**src/adc_out_regs.svh**
```systemverilog
// register map, field positions and timing counts of the output framer
`ifndef ADC_OUT_REGS_SVH
`define ADC_OUT_REGS_SVH

`define OIC_ADDR       8'h07
`define OIC_RESET      8'h00
`define STAT_ADDR      8'h0A
`define CRC_SEL_MSB    3
`define CRC_SEL_LSB    2
`define DIV_MSB        1
`define DIV_LSB        0
`define CRC_POLY       8'h07
`define CRC_SEED       8'h00
`define CNT_LAST_4     4'h3
`define CNT_LAST_16    4'hF
`define NUM_CH         8
`define DATA_W         16
`define FRAME_W        24
`define FRAME_LAST     5'h17
`define HDR_ERR_BIT    7
`define CYC_DIV8       9'h0C0
`define CYC_DIV4       9'h060
`define CYC_DIV2       9'h030
`define CYC_DIV1       9'h018
`define PH_LAST_DIV8   3'h7
`define PH_LAST_DIV4   3'h3
`define PH_LAST_DIV2   3'h1
`define PH_HALF_DIV8   3'h4
`define PH_HALF_DIV4   3'h2
`define PH_HALF_DIV2   3'h1

`endif

```
**src/adc_out_pkg.sv**
```systemverilog
// types shared by the output framer and its clock divider
package adc_out_pkg;
   typedef enum logic [1:0] {
      CRC_NONE    = 2'b00,
      CRC_EVERY4  = 2'b01,
      CRC_EVERY16 = 2'b10,
      CRC_EVERY16B = 2'b11
   } crc_mode_t;

   typedef enum logic [1:0] {
      DIV_BY8 = 2'b00,
      DIV_BY4 = 2'b01,
      DIV_BY2 = 2'b10,
      DIV_BY1 = 2'b11
   } div_mode_t;

   typedef enum logic {
      ST_IDLE  = 1'b0,
      ST_SHIFT = 1'b1
   } frame_state_t;
endpackage : adc_out_pkg

```
**src/adc_out_framer.sv**
```systemverilog
// per-channel serial framer with periodic check insertion and clock division
//
// Our own choice: the plain strobed port.
`timescale 1ns/100ps
`include "adc_out_regs.svh"
module adc_out_framer
   import adc_out_pkg::*;
(
   input  wire logic         clk_sys_in,
   input  wire logic         resetn_in,
   input  wire logic [7:0]   addr_in,
   input  wire logic [7:0]   wdata_in,
   input  wire logic         wr_in,
   input  wire logic         rd_in,
   output logic      [7:0]   rdata_out,
   input  wire logic         sample_valid_in,
   output logic              sample_ready_out,
   input  wire logic [127:0] sample_data_in,
   input  wire logic         chip_error_in,
   input  wire logic         sync_in,
   output logic              data_out_clock_out,
   output logic      [7:0]   serial_data_lines_out,
   output logic              frame_busy_out
);
   logic [7:0]   cfg_ff;
   logic [7:0]   nxt_cfg;
   logic [7:0]   rdata_ff;
   logic [7:0]   nxt_rdata;
   crc_mode_t    crc_mode;
   frame_state_t state_ff;
   frame_state_t nxt_state;
   logic [4:0]   bit_idx_ff;
   logic [4:0]   nxt_bit_idx;
   logic [3:0]   smp_cnt_ff;
   logic [3:0]   nxt_smp_cnt;
   logic [3:0]   cnt_last;
   logic [1:0]   div_lat_ff;
   logic [1:0]   nxt_div_lat;
   logic         accept;
   logic         insert;
   logic         bit_tick;
   logic         data_out_clock_level;
   logic [7:0]   crc_acc_ff   [`NUM_CH];
   logic [7:0]   nxt_crc_acc  [`NUM_CH];
   logic [7:0]   crc_step     [`NUM_CH];
   logic [23:0]  shift_ff     [`NUM_CH];
   logic [23:0]  nxt_shift    [`NUM_CH];
   logic [23:0]  frame_word   [`NUM_CH];
   logic [8:0]   busy_cyc_ff;
   logic [8:0]   exp_cyc;

   // register port: one mapped config word, one status word
   always_comb begin
      nxt_cfg = cfg_ff;
      if (wr_in && addr_in == `OIC_ADDR) begin
         // upper nibble is reserved and stays zero
         nxt_cfg = {4'h0, wdata_in[`CRC_SEL_MSB:`DIV_LSB]};
      end
      nxt_rdata = 8'h00;
      if (rd_in && addr_in == `OIC_ADDR) begin
         nxt_rdata = cfg_ff;
      end else if (rd_in && addr_in == `STAT_ADDR) begin
         nxt_rdata = {3'h0, (state_ff == ST_SHIFT), smp_cnt_ff};
      end
   end

   always_ff @(posedge clk_sys_in or negedge resetn_in) begin
      if (!resetn_in) begin
         cfg_ff   <= `OIC_RESET;
         rdata_ff <= 8'h00;
      end else begin
         cfg_ff   <= nxt_cfg;
         rdata_ff <= nxt_rdata;
      end
   end

   assign rdata_out = rdata_ff;
   assign crc_mode  = crc_mode_t'(cfg_ff[`CRC_SEL_MSB:`CRC_SEL_LSB]);

   // sample counting decides which sample carries the check byte
   assign accept           = sample_valid_in && (state_ff == ST_IDLE);
   assign sample_ready_out = (state_ff == ST_IDLE);
   assign cnt_last = (crc_mode == CRC_EVERY4) ? `CNT_LAST_4 : `CNT_LAST_16;
   assign insert   = (crc_mode != CRC_NONE) && (smp_cnt_ff == cnt_last);

   always_comb begin
      nxt_smp_cnt = smp_cnt_ff;
      if (sync_in || crc_mode == CRC_NONE) begin
         nxt_smp_cnt = 4'h0;
      end else if (accept) begin
         nxt_smp_cnt = insert ? 4'h0 : smp_cnt_ff + 4'h1;
      end
   end

   genvar ch;
   generate
      for (ch = 0; ch < `NUM_CH; ch++) begin : g_chan
         crc8_unit u_crc (
            .crc_in  (crc_acc_ff[ch]),
            .data_in (sample_data_in[ch*`DATA_W +: `DATA_W]),
            .crc_out (crc_step[ch])
         );

         // status header: error flag on top, channel number in the low bits
         assign frame_word[ch] = {insert ? crc_step[ch]
                                         : {chip_error_in, 4'h0, 3'(ch)},
                                  sample_data_in[ch*`DATA_W +: `DATA_W]};

         always_comb begin
            nxt_crc_acc[ch] = crc_acc_ff[ch];
            if (sync_in || crc_mode == CRC_NONE) begin
               nxt_crc_acc[ch] = `CRC_SEED;
            end else if (accept) begin
               // restart after each inserted byte so it spans one period only
               nxt_crc_acc[ch] = insert ? `CRC_SEED : crc_step[ch];
            end
            nxt_shift[ch] = shift_ff[ch];
            if (accept) begin
               nxt_shift[ch] = frame_word[ch];
            end else if (bit_tick) begin
               nxt_shift[ch] = {shift_ff[ch][22:0], 1'b0};
            end
         end

         always_ff @(posedge clk_sys_in or negedge resetn_in) begin
            if (!resetn_in) begin
               crc_acc_ff[ch] <= `CRC_SEED;
               shift_ff[ch]   <= 24'h000000;
            end else begin
               crc_acc_ff[ch] <= nxt_crc_acc[ch];
               shift_ff[ch]   <= nxt_shift[ch];
            end
         end

         assign serial_data_lines_out[ch] = shift_ff[ch][`FRAME_W-1];
      end
   endgenerate

   // frame sequencing; divide code is frozen per frame to avoid a short pulse
   always_comb begin
      nxt_state   = state_ff;
      nxt_bit_idx = bit_idx_ff;
      nxt_div_lat = div_lat_ff;
      unique case (state_ff)
         ST_IDLE: begin
            if (accept) begin
               nxt_state   = ST_SHIFT;
               nxt_bit_idx = 5'h00;
               nxt_div_lat = cfg_ff[`DIV_MSB:`DIV_LSB];
            end
         end
         ST_SHIFT: begin
            if (bit_tick) begin
               if (bit_idx_ff == `FRAME_LAST) begin
                  nxt_state = ST_IDLE;
               end else begin
                  nxt_bit_idx = bit_idx_ff + 5'h01;
               end
            end
         end
      endcase
   end

   always_ff @(posedge clk_sys_in or negedge resetn_in) begin
      if (!resetn_in) begin
         state_ff   <= ST_IDLE;
         bit_idx_ff <= 5'h00;
         smp_cnt_ff <= 4'h0;
         div_lat_ff <= 2'b00;
      end else begin
         state_ff   <= nxt_state;
         bit_idx_ff <= nxt_bit_idx;
         smp_cnt_ff <= nxt_smp_cnt;
         div_lat_ff <= nxt_div_lat;
      end
   end

   clock_divider u_div (
      .clk_sys_in     (clk_sys_in),
      .resetn_in      (resetn_in),
      .run_in         (state_ff == ST_SHIFT),
      .div_code_in    (div_lat_ff),
      .bit_tick_out   (bit_tick),
      .data_out_clock_level_out (data_out_clock_level)
   );

   // undivided mode passes the master clock through a gate: no flop can
   // make a full-rate clock, and the enable switches on the rising edge while the clock is high
   assign data_out_clock_out = (div_lat_ff == 2'b11) ? (clk_sys_in && state_ff == ST_SHIFT)
                                                     : data_out_clock_level;
   assign frame_busy_out = (state_ff == ST_SHIFT);

   // helper for checking frame length against the divide code
   always_ff @(posedge clk_sys_in or negedge resetn_in) begin
      if (!resetn_in) begin
         busy_cyc_ff <= 9'h000;
      end else if (state_ff == ST_SHIFT) begin
         busy_cyc_ff <= busy_cyc_ff + 9'h001;
      end else begin
         busy_cyc_ff <= 9'h000;
      end
   end

   always_comb begin
      unique case (div_lat_ff)
         2'b00:   exp_cyc = `CYC_DIV8;
         2'b01:   exp_cyc = `CYC_DIV4;
         2'b10:   exp_cyc = `CYC_DIV2;
         2'b11:   exp_cyc = `CYC_DIV1;
      endcase
   end
endmodule : adc_out_framer

```
**src/clock_divider.sv**
```systemverilog
// divides the master clock into bit periods and the output clock level
`timescale 1ns/100ps
`include "adc_out_regs.svh"
module clock_divider
   import adc_out_pkg::*;
(
   input  wire logic       clk_sys_in,
   input  wire logic       resetn_in,
   input  wire logic       run_in,
   input  wire logic [1:0] div_code_in,
   output logic            bit_tick_out,
   output logic            data_out_clock_level_out
);
   logic [2:0] phase_ff;
   logic [2:0] nxt_phase;
   logic [2:0] ph_last;
   logic [2:0] ph_half;

   always_comb begin
      unique case (div_mode_t'(div_code_in))
         DIV_BY8: begin
            ph_last = `PH_LAST_DIV8;
            ph_half = `PH_HALF_DIV8;
         end
         DIV_BY4: begin
            ph_last = `PH_LAST_DIV4;
            ph_half = `PH_HALF_DIV4;
         end
         DIV_BY2: begin
            ph_last = `PH_LAST_DIV2;
            ph_half = `PH_HALF_DIV2;
         end
         DIV_BY1: begin
            ph_last = 3'h0;
            ph_half = 3'h0;
         end
      endcase
      bit_tick_out = run_in && (phase_ff == ph_last);
      // in the divided modes, high in the first half of each bit so the host samples on the fall
      data_out_clock_level_out = run_in && (phase_ff < ph_half);
      if (!run_in || bit_tick_out) begin
         nxt_phase = 3'h0;
      end else begin
         nxt_phase = phase_ff + 3'h1;
      end
   end

   always_ff @(posedge clk_sys_in or negedge resetn_in) begin
      if (!resetn_in) begin
         phase_ff <= 3'h0;
      end else begin
         phase_ff <= nxt_phase;
      end
   end
endmodule : clock_divider

```
**src/crc8_unit.sv**
```systemverilog
// one 16-bit step of the 8-bit check, msb first
`timescale 1ns/100ps
`include "adc_out_regs.svh"
module crc8_unit
   import adc_out_pkg::*;
(
   input  wire logic [7:0]  crc_in,
   input  wire logic [15:0] data_in,
   output logic      [7:0]  crc_out
);
   logic [7:0] c;
   logic       fb;

   always_comb begin
      c  = crc_in;
      fb = 1'b0;
      for (int i = `DATA_W - 1; i >= 0; i--) begin
         fb = c[7] ^ data_in[i];
         c  = {c[6:0], 1'b0} ^ (fb ? `CRC_POLY : 8'h00);
      end
      crc_out = c;
   end
endmodule : crc8_unit

```
**config.mk**
```make
export PLATFORM = sky130hd
export DESIGN_NAME = adc_out_framer
export DESIGN_NICKNAME = d
export VERILOG_FILES = /design/src/adc_out_pkg.sv /design/src/adc_out_framer.sv /design/src/clock_divider.sv /design/src/crc8_unit.sv
export VERILOG_INCLUDE_DIRS = /design/src
export SDC_FILE = /design/constraint.sdc
export NUM_CORES = 1
export LEC_CHECK = 0
export BUFFER_PORTS_ARGS = -buffer_cell sky130_fd_sc_hd__clkbuf_2
export CAP_MARGIN = 30
export CORE_MARGIN = 4
export CORE_UTILIZATION = 40
export DETAILED_ROUTE_END_ITERATION = 6
export PLACE_DENSITY = 0.58
export SYNTH_ARGS = -nofsm -noshare
export SYNTH_HDL_FRONTEND = slang
export SYNTH_SLANG_ARGS = --single-unit
```
**constraint.sdc**
```tcl
create_clock -name clk_sys_in -period 6.4 [get_ports clk_sys_in]
set_input_delay 1.28 -clock clk_sys_in [delete_from_list [all_inputs] [get_ports clk_sys_in]]
set_output_delay 1.28 -clock clk_sys_in [all_outputs]
set_load 0.005 [all_outputs]
```
* After elaboration in Yosys (flattened, before gate mapping) *
Index checks and enable logic that the tools add are counted.

operators by class
  magnitude comparators = 1
  equal/unequal tests = 12
  muxes and demuxes = 194
  reductions and logical operators = 18
  $add $sub $neg = 3
  bitwise logic cells = 257

operator list
  operator                                                                 count
  8-bit XOR                                                                128
  3-bit two-way mux                                                        129
  24-bit two-way mux                                                       16
  8-bit two-way mux                                                        33
  1-bit XOR                                                                128
  3-bit one-hot mux with 4 select lines                                    2
  5-bit two-way mux                                                        4
  4-bit two-way mux                                                        4
  5-bit one-hot mux with 2 select lines                                    1
  8-bit by 3-bit equality test with 1-bit output, second input constant    1
  8-bit by 4-bit equality test with 1-bit output, second input constant    1
  1-bit logical AND                                                        8
  2-bit nonzero test                                                       3
  5-bit by 1-bit adder with 5-bit output, second input constant            1
  5-bit equality test, second input constant                               1
  4-bit by 1-bit adder with 4-bit output, second input constant            1
  2-bit by 1-bit equality test with 1-bit output, second input constant    2
  2-bit equality test, second input constant                               2
  4-bit equality test                                                      1
  2-bit logical NOT                                                        2
  1-bit two-way mux                                                        4
  2-bit by 1-bit inequality test with 1-bit output, second input constant  2
  3-bit by 1-bit adder with 3-bit output, second input constant            1
  3-bit equality test                                                      1
  other kinds (8)                                                          9

storage, ports and cells
  flip-flop bits (word level) = 283
  word-level logic and storage cells = 508
  output and inout port bits = 19

* Depth between registers and ports, before layout *
  word-level depth = 51
  depth in mapped cells = 10

* By module *
From an unflattened synthesis, not the netlist that was laid out.

second synthesis, totals
  cells, all modules = 1449
  area, all modules = 16133.0 um^2

modules (own cells, without submodules)
  module          area each (um^2)  cells each  times used  seq. area each (um^2)
  adc_out_framer  12195.4           1096        1           6931.6
  crc8_unit       462.9             41          8           0.0
  clock_divider   234.0             25          1           75.1

==> flow_summary.ini <==
[cts]
worst_setup_hold_path_clk_slew_ns = 0.05
cts.hold.buffers_added = 0
clkLatencyLatePin_ns = 0.64
clock_tree_from_tritoncts = done
post_cts.resized_instances = 0
cts_setup_buffers = 0

[synthesis]
synth_top_family_by_area = XOR/XNOR gates
post_synthesis_xor_xnor_area_fraction_pct = 20.7
ys_seq_area_share_pct = 46.5
synth.ff_latch_count = 280
synth.area.mux_share_pct = 1.29
post_synth.cell_area_avg_um2 = 9.56
synthesis.area_um2 = 15100
synthTopCellsByArea = dfrtp_1 46%, xnor2_1 13%, nand2_1 7.3%
simple_gate_share_of_the_synthesized_area_pct = 13.8
synth_ff_type = dfrtp_1
synth_enable_flop_cells = 0
synthesis.yosys.warnings = 0
instance_count_of_the_mapped_netlist = 1577
synth_cell_types = 57
synthAdderAreaFrac_pct = 0.415
post-synth-top-area-fraction_pct = 46.5
yosys.area.top_type = dfrtp_1
postSynth.asyncResetShare_pct = 100
synth_compound_area_share_pct = 14.0

[placement]
placement.setup.worst_slack_ns = 1.58
routabilityCongestion = 0.829
place.detailed.hpwl_um = 25000
place.port_buffers = 162

[sta]
setup_repair_after_global_routing_missed_its_margin = false
worst_clock_skew_ns = 0.00590
layout_setup_ws_ns = 1.22
worstMarginPinSlew_ns = 1.13
number_of_slew_limit_violations_in_the_final_report = 0
setup_violations = 0
hold_viol = 0
maxSlewHeadroom_pct = 24.9
final.setup.tns_ns = 0

[finish]
layout_commonest_cell = nand2_1
drive_above_1_share_pct = 15.2
antenna_cells = 0
area_growth_syn_to_layout_pct = 16.0
mostFrequentLayoutCells = 291 x nand2_1, 279 x dfrtp_1, 216 x xnor2_1
layout.nets = 1840

[detailed_routing]
wl_on_met1_um = 18500
post-route-drc-count = 0
first_pass_iters = 5
top_layer = met4
amount_of_wire_on_met3_after_detailed_routing_um = 1830
route.vias.total = 11500
initialDrtViolationCount = 668
postRouteWirelength_um = 38500
postRouteAntennaNets = 0
met2_length_um = 17600
wl_per_cell_um = 17.4
post_drt_via_cell_ratio = 5.21

[worst_setup_path]
worstPathArrival_ns = 3.90
timing.critical_path.mode_cell = clkbuf_16
endpoint_kind = output pin
cp.required_ns = 5.12
critPathMaxFanout = 2
cell_with_the_biggest_individual_delay_on_the_critical_path = a32oi_1
rr_worst_depth = 6
cell_class_contributing_the_biggest_share_of_worst_path_delay = buffers and inverters
max_stage_delay_ns = 0.19
worstSetupPathDepth = 5
critPathBufInv = 3
endpoint_of_the_worst_register_to_register_path = shift_ff[90]
cp-endpoint = data_out_clock_out
reg2reg_setup_slack_ns = 3.11
startpoint_type = clock port
worstPathCellList = clkbuf_16 > clkbuf_16 > a32oi_1 > nor2_1 > clkbuf_2
timing.rr.start = div_lat_ff[0]
critical_path.startpoint = clk_sys_in
criticalPathCategory = clock port to output pin

[hold_path]
worstHoldPathType = flop to flop

[run_status]
outcome = complete, no violations

[global_route]
first_pass_grt_wire_length_um = 63300
grt_start_max_net_pins = 211
number_of_antenna_violations_at_the_first_check_in_global_routing = 0
global_route.overflow_total = 0
grt_pass1_vias = 11500
grt_usage_pct = 19.0

[floorplan]
io_pins = 170
rows = 70
floorplan.core_area_um2 = 36900
die_height_um = 202
initial_core_util_pct = 40.9
die_width_um = 202
die_area_um2 = 40900

[flow_run]
maxcap_violations = 0

[pwr]
power_density_nw_per_um2 = 424
irDropWorstVdd_mv = 0.228
power_leakage_nw = 7.74
## cell type report
cell class	count	area [um^2]
sequential	280	7010
fill	3510	19400
clock buffer	55	1140
tap	504	631
multi-input combinational	1185	7650
inverter	5	18.8
timing repair buffer	174	978
clock inverter	7	62.6
## cells by family (layout without fill, tap and decap cells)
group / after synthesis / in the layout
compound gates: 304 / 304
mux: 19 / 19
simple gates: 533 / 533
fa+ha+maj: 5 / 5
other cells: 1 / 3
xor+xnor: 321 / 321
buf+inv: 114 / 241
flops: 280 / 280
## routing by layer
layer  vias to the layer above  GRT usage, %
met5                         -             0
met4                         0          5.09
met3                        40          3.47
met2                       246          29.7
met1                      5684          27.3
li1                       5536             -
## state kept, by name, summed over array words and instances (netlist names)
register and cells:
bit_idx_ff 5, cfg_ff 4, frame_busy_out 1, smp_cnt_ff 4, rdata_out 5, u_div.phase_ff 3
shift_ff 184, crc_acc_ff 64, serial_data_lines_out 8, div_lat_ff 2
## power by group
part | internal, mW | switching (mW)
sequential | 2.43 | 0.348
combinational | 1.07 | 1.52
clock | 1.27 | 0.784
## Yosys cell counts, drive strengths merged (3+ instances only)
| library cell | count |
|---|---|
| a21oi | 25 |
| a221oi | 30 |
| a22o | 55 |
| a22oi | 10 |
| a2bb2oi | 7 |
| a31oi | 121 |
| and3 | 3 |
| buf | 33 |
| clkbuf | 76 |
| dfrtp | 280 |
| ha | 5 |
| inv | 5 |
| mux2 | 4 |
| mux2i | 15 |
| nand2 | 293 |
| nand3 | 4 |
| nand4 | 4 |
| nor2 | 210 |
| o21ai | 36 |
| o22ai | 6 |
| or2 | 3 |
| or3 | 4 |
| xnor2 | 220 |
| xnor3 | 16 |
| xor2 | 84 |
## worst min-delay path, stage by stage (launching register included)
cell and delay [ns]:
dfrtp_1 0.34, nand2_1 0.05, o21ai_0 0.06
## worst min-delay path by stage
stage	to	startpoint	depth (start not counted)	slack [ns]
floorplan	shift_ff[68]	shift_ff[68]	2	0.45
global placement	shift_ff[68]	shift_ff[68]	2	0.47
detailed placement	shift_ff[68]	shift_ff[68]	2	0.48
CTS	shift_ff[68]	shift_ff[68]	2	0.49
global route	shift_ff[68]	shift_ff[68]	2	0.51
finish	shift_ff[68]	shift_ff[68]	2	0.48
## through the flow
| stage | std cells | util [%] | area [um^2] | hold WS [ns] | power, mW |
|---|---|---|---|---|---|
| global placement | 2147 | 44.0 | 16200 | 0.467 | 5.34 |
| finish | 2210 | 47.4 | 17500 | 0.485 | 7.42 |
| CTS | 2210 | 47.4 | 17500 | 0.488 | 7.54 |
| global route | 2210 | 47.4 | 17500 | 0.512 | 7.99 |
| detailed placement | 2149 | 44.2 | 16300 | 0.475 | 5.44 |
| floorplan | 1579 | - | 15100 | 0.450 | 4.73 |
Note: power is estimated with default switching activity, not from simulation.
